<file path="src/hw/pd_hold_map.svh">
// Constants for the sleep-pin hold and copy-protection block
`ifndef PD_HOLD_MAP_SVH
`define PD_HOLD_MAP_SVH

// Pin counts and data widths
`define PDH_N_IN        10
`define PDH_N_IO        10
`define PDH_SIG_W       64
`define PDH_WD_W        64

// Configuration image sizes (5893 with sleep bit, 5892 without)
`define PDH_IMG_W       13
`define PDH_IMG_SLEEP   13'h1705
`define PDH_IMG_PLAIN   13'h1704

// Read-data and config write-data field positions
`define PDH_RD_IMG_LSB  0
`define PDH_RD_SLP_BIT  16
`define PDH_CFG_SLP_BIT 0

// Power-up reset interval, longest time rounded down
`define PDH_T_PR_NS     1000
`define PDH_CLK_NS      10
`define PDH_POR_W       7
`define PDH_POR_CYC     (`PDH_T_PR_NS / `PDH_CLK_NS)

`endif

</file>
<file path="src/hw/pd_hold_pkg.sv">
// Types shared by the sleep-pin hold block
package pd_hold_pkg;

    // Operating modes of the hold sequencer
    typedef enum logic [1:0] {
        MODE_POR,
        MODE_RUN,
        MODE_HOLD
    } mode_t;

    // Programming agent operations
    typedef enum logic [2:0] {
        OP_WRITE_SIG,
        OP_READ_SIG,
        OP_WRITE_CFG,
        OP_SET_FUSE,
        OP_VERIFY,
        OP_PRELOAD
    } prog_op_t;

endpackage

</file>
<file path="src/hw/pd_hold_logic.sv">
// Sleep-pin hold sequencer, pin keepers and copy-protection fuse
`timescale 1ns/10ps
`default_nettype none
`include "pd_hold_map.svh"

module pd_hold_logic (
    input  wire logic                          clk_sys_i,
    input  wire logic                          sys_rst_i,
    input  wire logic                          shared_input_sleep_pin_i,
    input  wire logic                          sleep_pin_drv_i,
    input  wire logic [`PDH_N_IN-1:0]          in_pin_i,
    input  wire logic [`PDH_N_IN-1:0]          in_drv_i,
    input  wire logic [`PDH_N_IO-1:0]          io_pin_i,
    input  wire logic [`PDH_N_IO-1:0]          io_drv_i,
    output logic      [`PDH_N_IO-1:0]          io_out_o,
    output logic      [`PDH_N_IO-1:0]          io_oe_n_o,
    input  wire logic [`PDH_N_IO-1:0]          arr_reg_d_i,
    input  wire logic [`PDH_N_IO-1:0]          arr_comb_i,
    input  wire logic [`PDH_N_IO-1:0]          arr_sel_reg_i,
    input  wire logic [`PDH_N_IO-1:0]          arr_oe_i,
    output logic      [`PDH_N_IN-1:0]          arr_in_o,
    output logic      [`PDH_N_IO-1:0]          arr_io_o,
    output logic                               arr_sleep_in_o,
    output logic      [`PDH_N_IO-1:0]          arr_fb_o,
    output logic      [`PDH_N_IO-1:0]          reg_q_o,
    output logic      [`PDH_N_IO-1:0]          comb_q_o,
    output logic                               sleep_hold_o,
    input  wire logic                          prog_req_i,
    input  wire pd_hold_pkg::prog_op_t         prog_op_i,
    input  wire logic [`PDH_WD_W-1:0]          prog_wdata_i,
    output logic                               prog_ack_o,
    output logic                               prog_refused_o,
    output logic      [`PDH_WD_W-1:0]          prog_rdata_o
);
    import pd_hold_pkg::*;

    // ------------------------------------------------------------
    // Declarations
    // ------------------------------------------------------------
    mode_t                   mode_q;
    logic [`PDH_POR_W-1:0]   por_cnt_q;
    logic                    sleep_en_q;
    logic                    fuse_q;
    logic [`PDH_SIG_W-1:0]   sig_q;
    logic [`PDH_N_IO-1:0]    reg_q;
    logic [`PDH_N_IO-1:0]    comb_q;
    logic [`PDH_N_IO-1:0]    io_out_q;
    logic [`PDH_N_IO-1:0]    io_oe_n_q;
    logic                    sleep_in_q;
    logic                    ack_q;
    logic                    refused_q;
    logic [`PDH_WD_W-1:0]    rdata_q;
    logic                    hold_q;
    logic                    sleep_kept;
    logic                    sleep_active;
    logic                    freeze;
    logic                    taken;
    logic                    locked_op;
    logic [`PDH_IMG_W-1:0]   img_bits;

    // ------------------------------------------------------------
    // Pin keepers
    // ------------------------------------------------------------
    // Sleep pin is never blocked
    pin_keeper #(.W(1)) u_keep_sleep (
        .clk_sys_i (clk_sys_i),
        .sys_rst_i (sys_rst_i),
        .pin_i     (shared_input_sleep_pin_i),
        .ext_drv_i (sleep_pin_drv_i),
        .own_drv_i (1'b0),
        .own_val_i (1'b0),
        .hold_i    (1'b0),
        .kept_o    (sleep_kept)
    );

    // Dedicated inputs are frozen during hold
    pin_keeper #(.W(`PDH_N_IN)) u_keep_in (
        .clk_sys_i (clk_sys_i),
        .sys_rst_i (sys_rst_i),
        .pin_i     (in_pin_i),
        .ext_drv_i (in_drv_i),
        .own_drv_i ('0),
        .own_val_i ('0),
        .hold_i    (freeze),
        .kept_o    (arr_in_o)
    );

    // I/O pins see their own buffer while it drives
    pin_keeper #(.W(`PDH_N_IO)) u_keep_io (
        .clk_sys_i (clk_sys_i),
        .sys_rst_i (sys_rst_i),
        .pin_i     (io_pin_i),
        .ext_drv_i (io_drv_i),
        .own_drv_i (~io_oe_n_q),
        .own_val_i (io_out_q),
        .hold_i    (freeze),
        .kept_o    (arr_io_o)
    );

    // ------------------------------------------------------------
    // Hold sequencer
    // ------------------------------------------------------------
    // Sleep only counts when the configuration bit enables it
    assign sleep_active = sleep_en_q & sleep_kept;
    assign freeze       = (mode_q != MODE_RUN) | sleep_active;

    // Power-up interval, then run, hold on sleep, resume on release
    always_ff @(posedge clk_sys_i)
    begin
        if (sys_rst_i)
        begin
            mode_q    <= MODE_POR;
            por_cnt_q <= '0;
            hold_q    <= 1'b0;
        end
        else
        begin
            hold_q <= ((mode_q == MODE_RUN) || (mode_q == MODE_HOLD)) && sleep_active; // Next mode
            case (mode_q)
                MODE_POR:
                begin
                    if (por_cnt_q == `PDH_POR_W'(`PDH_POR_CYC - 1))
                        mode_q <= MODE_RUN;
                    por_cnt_q <= por_cnt_q + `PDH_POR_W'(1);
                end
                MODE_RUN:
                begin
                    if (sleep_active)
                        mode_q <= MODE_HOLD;
                end
                MODE_HOLD:
                begin
                    if (!sleep_active)
                        mode_q <= MODE_RUN;
                end
                default:
                    mode_q <= MODE_POR;
            endcase
        end
    end

    // ------------------------------------------------------------
    // Macrocell outputs
    // ------------------------------------------------------------
    // Outputs update only while running; hold keeps all of them
    always_ff @(posedge clk_sys_i)
    begin
        if (sys_rst_i)
        begin
            reg_q     <= '0;
            comb_q    <= '0;
            io_out_q  <= '0;
            io_oe_n_q <= '1;
        end
        else if (taken && prog_op_i == OP_PRELOAD && !fuse_q)
            reg_q <= prog_wdata_i[`PDH_N_IO-1:0];
        else if (!freeze)
        begin
            reg_q     <= arr_reg_d_i;
            comb_q    <= arr_comb_i;
            io_out_q  <= (arr_sel_reg_i & arr_reg_d_i) | (~arr_sel_reg_i & arr_comb_i);
            io_oe_n_q <= ~arr_oe_i;
        end
    end

    // Shared pin array input is dropped while it serves as sleep pin
    always_ff @(posedge clk_sys_i)
    begin
        if (sys_rst_i)
            sleep_in_q <= 1'b0;
        else if (sleep_en_q)
            sleep_in_q <= 1'b0;
        else
            sleep_in_q <= sleep_kept;
    end

    // ------------------------------------------------------------
    // Programming agent port
    // ------------------------------------------------------------
    assign taken     = prog_req_i & ~freeze;
    assign locked_op = fuse_q & ((prog_op_i == OP_VERIFY) | (prog_op_i == OP_PRELOAD));
    assign img_bits  = sleep_en_q ? `PDH_IMG_SLEEP : `PDH_IMG_PLAIN;

    // Configuration store: signature, sleep bit, fuse
    always_ff @(posedge clk_sys_i)
    begin
        if (sys_rst_i)
        begin
            sig_q      <= '0;
            sleep_en_q <= 1'b0;
            fuse_q     <= 1'b0;
        end
        else if (taken)
        begin
            case (prog_op_i)
                OP_WRITE_SIG: sig_q      <= prog_wdata_i;
                OP_WRITE_CFG: sleep_en_q <= prog_wdata_i[`PDH_CFG_SLP_BIT];
                OP_SET_FUSE:  fuse_q     <= 1'b1;
                default:      sig_q      <= sig_q;
            endcase
        end
    end

    // One-cycle answer after each taken request
    always_ff @(posedge clk_sys_i)
    begin
        if (sys_rst_i)
        begin
            ack_q     <= 1'b0;
            refused_q <= 1'b0;
            rdata_q   <= '0;
        end
        else
        begin
            ack_q     <= taken & ~locked_op;
            refused_q <= taken & locked_op;
            if (taken && prog_op_i == OP_READ_SIG)
                rdata_q <= sig_q;
            else if (taken && prog_op_i == OP_VERIFY && !fuse_q)
            begin
                rdata_q <= '0;
                rdata_q[`PDH_RD_IMG_LSB +: `PDH_IMG_W] <= img_bits;
                rdata_q[`PDH_RD_SLP_BIT] <= sleep_en_q;
            end
        end
    end

    // ------------------------------------------------------------
    // Outputs
    // ------------------------------------------------------------
    assign io_out_o       = io_out_q;
    assign io_oe_n_o      = io_oe_n_q;
    assign reg_q_o        = reg_q;
    assign comb_q_o       = comb_q;
    assign arr_fb_o       = reg_q;
    assign arr_sleep_in_o = sleep_in_q;
    assign sleep_hold_o   = hold_q;
    assign prog_ack_o     = ack_q;
    assign prog_refused_o = refused_q;
    assign prog_rdata_o   = rdata_q;
endmodule

`default_nettype wire

</file>
<file path="src/hw/pin_keeper.sv">
// Synchronised pin keeper with hold latch
`timescale 1ns/10ps
`default_nettype none

module pin_keeper #(
    parameter int W = 1
) (
    input  wire logic         clk_sys_i,
    input  wire logic         sys_rst_i,
    input  wire logic [W-1:0] pin_i,
    input  wire logic [W-1:0] ext_drv_i,
    input  wire logic [W-1:0] own_drv_i,
    input  wire logic [W-1:0] own_val_i,
    input  wire logic         hold_i,
    output logic      [W-1:0] kept_o
);

    logic [W-1:0] pin_s1_q;
    logic [W-1:0] pin_s2_q;
    logic [W-1:0] drv_s1_q;
    logic [W-1:0] drv_s2_q;
    logic [W-1:0] kept_q;
    logic [W-1:0] kept_d;

    // Two-stage synchroniser for pin level and external drive
    always_ff @(posedge clk_sys_i)
    begin
        if (sys_rst_i)
        begin
            pin_s1_q <= '0;
            pin_s2_q <= '0;
            drv_s1_q <= '0;
            drv_s2_q <= '0;
        end
        else
        begin
            pin_s1_q <= pin_i;
            pin_s2_q <= pin_s1_q;
            drv_s1_q <= ext_drv_i;
            drv_s2_q <= drv_s1_q;
        end
    end

    // Own buffer wins, then outside driver, else keep last level
    assign kept_d = (own_drv_i & own_val_i)
                  | (~own_drv_i & drv_s2_q & pin_s2_q)
                  | (~own_drv_i & ~drv_s2_q & kept_q);

    // Latch stays closed but valid while holding
    always_ff @(posedge clk_sys_i)
    begin
        if (sys_rst_i)
            kept_q <= '0;
        else if (!hold_i)
            kept_q <= kept_d;
        else
            kept_q <= kept_q;
    end

    assign kept_o = kept_q;

endmodule

`default_nettype wire

</file>
<file path="config.mk">
export PLATFORM = sky130hd
export DESIGN_NAME = pd_hold_logic
export DESIGN_NICKNAME = d
export VERILOG_FILES = /design/src/hw/pd_hold_pkg.sv /design/src/hw/pd_hold_logic.sv /design/src/hw/pin_keeper.sv
export VERILOG_INCLUDE_DIRS = /design/src /design/src/hw
export SDC_FILE = /design/constraint.sdc
export NUM_CORES = 1
export LEC_CHECK = 0
export ABC_CLOCK_PERIOD_IN_PS = 2400
export BUFFER_PORTS_ARGS = -buffer_cell sky130_fd_sc_hd__buf_2
export CAP_MARGIN = 30
export CORE_UTILIZATION = 25
export DETAILED_ROUTE_END_ITERATION = 6
export SLEW_MARGIN = 0
export SYNTH_ARGS = -nofsm -noshare
export SYNTH_HDL_FRONTEND = slang
export SYNTH_HIERARCHICAL = 1
export SYNTH_SLANG_ARGS = --single-unit
</file>
<file path="constraint.sdc">
create_clock -name clk_sys_i -period 2.4 [get_ports clk_sys_i]
set_clock_uncertainty 0.1 [all_clocks]
set_input_delay 0.48 -clock clk_sys_i [delete_from_list [all_inputs] [get_ports clk_sys_i]]
set_output_delay 0.48 -clock clk_sys_i [all_outputs]
set_load 0.03 [all_outputs]
</file>
* Yosys cells after proc, flatten, opt, wreduce, memory -nomap -nowiden *
Index checks and enable logic that the tools add are counted.

word-level totals
  bits in registers = 288
  logic and storage cells = 102
  input bits = 152

operators by class
  reductions and logical operators = 17
  mux-type cells = 9
  bitwise operators = 33
  eq/ne operators = 13
  add/subtract/negate cells = 1

operator list
  kind                                                              number
  64-bit 2-to-1 mux                                                 2
  10-bit bitwise AND                                                9
  10-bit inverter                                                   6
  10-bit OR                                                         4
  10-bit 2-to-1 mux                                                 2
  2-bit AND reduction                                               4
  7-bit by 1-bit adder with 7-bit output (second input constant)    1
  1-bit bitwise AND                                                 7
  7-bit == test (second input constant)                             1
  3-bit by 2-bit == test with 1-bit output (second input constant)  2
  3-bit == test (second input constant)                             2
  1-bit logical AND                                                 6
  2-bit 2-to-1 mux                                                  3
  2-bit != test (second input constant)                             3
  2-bit one-hot mux with 3 select lines                             1
  2-bit by 1-bit != test with 1-bit output (second input constant)  2
  1-bit inverter                                                    4
  3-bit by 1-bit == test with 1-bit output (second input constant)  1
  3-bit logical NOT                                                 1
  1-bit OR                                                          3
  3-bit AND reduction                                               1
  2-bit by 1-bit == test with 1-bit output (second input constant)  1
  2-bit == test (second input constant)                             1
  2-bit logical NOT                                                 1
  other kinds (5)                                                   5

* Logic depth before layout (Yosys ltp) *
  depth in word-level cells = 8
  depth in mapped cells = 10
  mapped depth without buffers = 7

* By module *
Netlist, hierarchy kept.

modules (own cells, without submodules)
  module                      cells each  area an instance (µm²)  times used  sequential area each (µm²)
  pd_hold_logic               763         6696.4                  1           3663.5
  pin_keeper (u_keep_in ...)  158         1655.3                  2           1001.0
  pin_keeper (u_keep_sleep)   15          161.4                   1           100.1

* Least setup slack after synthesis *
OpenSTA, ideal clock, no wires.

  path type = register to register
  from = reg mode_q[1]
  to = reg u_keep_io.kept_q[0], in the netlist u_keep_io/kept_o[0]
  arrival time = 2.040 ns
  library setup time = 0.125 ns
  path buffers = 4
  stages on the path, launching flop included = 11
  setup slack = 0.135 ns
  cell sequence = dfxtp_1 inv_1 ha_1 a21boi_2 buf_4 clkbuf_1 inv_1 buf_6 buf_2 nor4b_1 nor3_1

on the way
  cells in the longest elaborated chain, start to end = 2

RTL lines
  element                                   RTL line              source
  start: declaration                        pd_hold_logic.sv:40   mode_t mode_q;
  start signal: assignment                  pd_hold_logic.sv:112  mode_q <= MODE_POR;
  start signal: assignment                  pd_hold_logic.sv:123  mode_q <= MODE_RUN;
  start signal: assignment                  pd_hold_logic.sv:129  mode_q <= MODE_HOLD;
  2-bit by 1-bit != test with 1-bit output  pd_hold_logic.sv:105  assign freeze = (mode_q != MODE_RUN) | sleep_active;
  1-bit OR                                  pd_hold_logic.sv:105
  via freeze                                pd_hold_logic.sv:56   logic freeze;
  end signal: assignment                    pin_keeper.sv:55      kept_q <= kept_d;
  end signal: assignment                    pin_keeper.sv:57      kept_q <= kept_q;
  end: declaration                          pin_keeper.sv:22      logic [W-1:0] kept_q;

The timed path passes the listed nets, and every way through them passes these cells.
A chain may end at the register's enable or synchronous reset.

* Worst setup path in the final report *
  from = reg mode_q[1]
  to = reg u_keep_io.kept_q[9], in the netlist u_keep_io/kept_o[9]

Same word-level chain as after synthesis.

==> results.yml <==
pwr:
  ir_worst_vdd_mv: 0.393
  clockPowerShare_pct: 45.9
  combPwrFrac_pct: 8.9
  swShare_pct: 24.8
  p_leak_nw: 5.73
  power_switching_w: 0.00276
  power.internal_w: 0.00839
  p_per_area_nw_per_um2: 829
  seqPwrFrac_pct: 45.2
clock_network:
  cts_hold_buf: 0
  cts_setup_buffers: 0
  cts_max_level: 2
  root_buffer: "clkbuf_16"
  cts_buffers: 35
  ctsResizeCount: 0
  cts.sinks: 288
  cts_tree: "done"
  clk_latency_ns: 0.53
  cts_buffer_depth: 3
  path_clk_slew_ns: 0.06
critical_path:
  cp_max_fo: 60
  critPathLaunch: "mode_q[1]"
  cp-end-kind: "flop"
  critPathArrivalTime_ns: 2.44
  path_class: "reg -> reg"
  r2r_setup_slack_ns: 0.31
  reg2reg_depth: 7
  rr_endpoint: "u_keep_io/kept_o[9]"
  critPathMaxStageDelay_ns: 0.44
  start_kind: "flop"
  crit_end: "u_keep_io/kept_o[9]"
  r2r-start: "mode_q[1]"
  cp_slowest_cell: "a21boi_4"
  cp_cell_sequence: "inv_1 -> ha_1 -> a21boi_4 -> inv_2 -> buf_12 -> a221o_1 -> nor3_1"
  required_ns: 2.75
synth:
  syn_area_um2: 10200
  synth_cell_types: 44
  synth_top_area_cell: "dfxtp_1"
  synth-compound-area-share_pct: 13.9
  yosys.area.top_type_share_pct: 56.7
  async_flop_share_pct: 0
  synthAdderAreaFrac_pct: 0.615
  synth_warnings: 6
  synth_edf_count: 0
  ys_seq_area_share_pct: 56.7
  synth_top_family_by_area: "simple AND/OR/NAND/NOR gates"
  synthFlopType: "dfxtp_1"
  synthXorXnorAreaFrac_pct: 0.345
  syn_avg_cell_area_um2: 9.29
  synth_area_leaders: "dfxtp_1 57%, nand2_1 6.2%, nor2b_1 5.3%, a21oi_1 4.4%, a22oi_1 4.2%"
  ys_ff_latch: 288
  synth-simple-area-share_pct: 20.7
  netlist_instances: 1094
  synth_mux_area_share_pct: 2.37
placed_design:
  port_buffers: 289
  dp_hpwl_um: 20200
  dp_slack_ns: 0.345
  place_congestion: 0.808
run:
  maxCapViolations: 0
finish:
  area_growth_pct: 32.3
  multiInputGateArea_um2: 4050
  fillers: 4122
  nNetsFinal: 1559
  seqCellArea_um2: 5770
  drive_above_1_share_pct: 26.2
drt:
  drtIter0Drc: 383
  wl_met1_um: 13500
  wire_per_inst_um: 15.1
  vias: 8456
  highest_layer: "met5"
  drt-total-wl_um: 29400
  wl_met2_um: 13000
  antenna_left: 0
  wl_met3_um: 2180
  detail_route.first_pass.iterations: 4
  via_per_inst: 4.33
  drc_errors: 0
sta:
  setup_slack_ns: 0.308
  finalHoldViolCount: 0
  fin_setup_tns_ns: 0
  slew_viol_final: 0
  rsz0062_at_grt: "no"
  finalCritPeriodShare_pct: 87.2
  fin_crit_ns: 2.09
  finalSetupViolCount: 0
  max_freq_ghz: 0.478
global_routing:
  overflow: 0
  grt.total_usage_pct: 14.0
  grt_pass1_vias: 8233
  antenna_found_initial: 7
  grt_pass1_wl_um: 45400
  grt_max_degree: 95
worst_hold_path:
  min_path_type: "in -> reg"
  hold_depth: 2
floorplan:
  coreArea_um2: 39900
  initial_core_util_pct: 25.5
  dieArea_um2: 41500
  fp.dieH_um: 204
  rows: 73
  chipWidth_um: 204
  ios: 290
outcome:
  status: "finished clean"
-- registers in the layout (all words and copies together) (netlist names), 2 cells and up --
signal              count
prog_rdata_o           64
u_keep_in/pin_s1_q     10
u_keep_io/kept_o       10
u_keep_in/pin_s2_q     10
u_keep_io/drv_s2_q     10
arr_fb_o               10
io_out_o               10
u_keep_in/drv_s1_q     10
u_keep_io/drv_s1_q     10
por_cnt_q               7
u_keep_io/pin_s2_q     10
u_keep_io/pin_s1_q     10
io_oe_n_o              10
u_keep_in/kept_o       10
sig_q                  64
u_keep_in/drv_s2_q     10
comb_q_o               10
mode_q                  2
-- layout make-up --
cell class | instances | share of cell area, %
inverters | 35 | 0.977
repair buffers | 308 | 12.8
clock buffers | 50 | 7.61
diodes | 2 | 0.0372
clock inverters | 9 | 0.707
flip-flops and latches | 288 | 42.9
well taps | 525 | 4.88
multi-input cells | 734 | 30.1
-- worst min path at each step --
| stage | from | to | slack [ns] |
|---|---|---|---|
| 6_report | arr_oe_i[1] | io_oe_n_o[1] | 0.06 |
| 5_1_grt | arr_oe_i[1] | io_oe_n_o[1] | 0.03 |
| 4_1_cts | arr_oe_i[1] | io_oe_n_o[1] | 0.02 |
| 3_5_place_dp | u_keep_io/pin_s1_q[5] | u_keep_io/pin_s2_q[5] | 0.32 |
| 3_3_place_gp | u_keep_io/drv_s1_q[4] | u_keep_io/drv_s2_q[4] | 0.32 |
| 2_1_floorplan | u_keep_in/drv_s1_q[0] | u_keep_in/drv_s2_q[0] | 0.31 |
-- per-layer routing --
metal | track usage [%] | vias up
li1 | - | 4259
met1 | 17.9 | 3944
met2 | 21.8 | 193
met3 | 4.44 | 54
met4 | 5.21 | 6
met5 | 0 | -
-- Yosys cell counts (all sizes together), types with 2 or more instances --
master	number
dfxtp	288
nand2	167
nor2	103
a21oi	89
nor2b	87
a22oi	57
nor3	44
buf	43
clkbuf	40
inv	35
mux2i	23
nor4b	22
a221o	19
o21ai	15
o211ai	11
a211oi	10
ha	5
o22ai	5
nor3b	4
nand4	3
xor2	3
a211o	2
and3	2
nand3	2
or3	2
-- power groups by stage --
stage	combinational [W]	clock, W	sequential (W)
finish	0.000992	0.00511	0.00505
global route	0.00109	0.00551	0.00506
CTS	0.00100	0.00532	0.00505
detailed placement	0.000999	0	0.00515
global placement	0.000982	0	0.00515
floorplan	0.000504	0	0.00526
-- cells in the final DEF, fill, tap and decap left out, types with 7 or more instances in the layout --
cell       count
a221o_1       19
nor2b_1       86
clkbuf_8       8
nor4b_1       22
nor2_1       103
dfxtp_1      288
mux2i_1       23
buf_12        10
inv_1         34
buf_2        288
nor3_1        44
clkbuf_1       7
conb_1        47
a211oi_1      10
a22oi_1       57
nand2_1      167
clkbuf_16     36
buf_4          9
a21oi_1       89
o211ai_1      10
o21ai_0       14
-- through the flow --
step | area (um2) | power (W) | utilization [%] | std cells | hold slack [ns]
6_report | 13400 | 0.0112 | 33.7 | 1951 | 0.0599
3_5_place_dp | 12300 | 0.00615 | 30.9 | 1890 | 0.323
2_1_floorplan | 10300 | 0.00576 | - | 1140 | 0.314
3_3_place_gp | 12300 | 0.00613 | 30.9 | 1890 | 0.317
5_1_grt | 13400 | 0.0117 | 33.7 | 1950 | 0.0309
4_1_cts | 13400 | 0.0114 | 33.7 | 1949 | 0.0156
-- kinds of logic after synthesis --
kind of cell | count (synthesis)
AOI/OAI and AO/OA | 214
adders and majority gates | 5
buffers and inverters | 118
and+or+nand+nor | 440
other | 1
muxes | 24
xor gates and xnor gates | 4
DFF | 288
-- critical path: cells and delay by family, from the launching register on --
| family | cells | cell delay [ns] |
|---|---|---|
| buf+inv | 3 | 0.37 |
| fa+ha+maj | 1 | 0.17 |
| simple gates | 1 | 0.18 |
| compound gates | 2 | 0.82 |
| flops | 1 | 0.33 |
No activity file was read; power rests on OpenSTA's default activity.
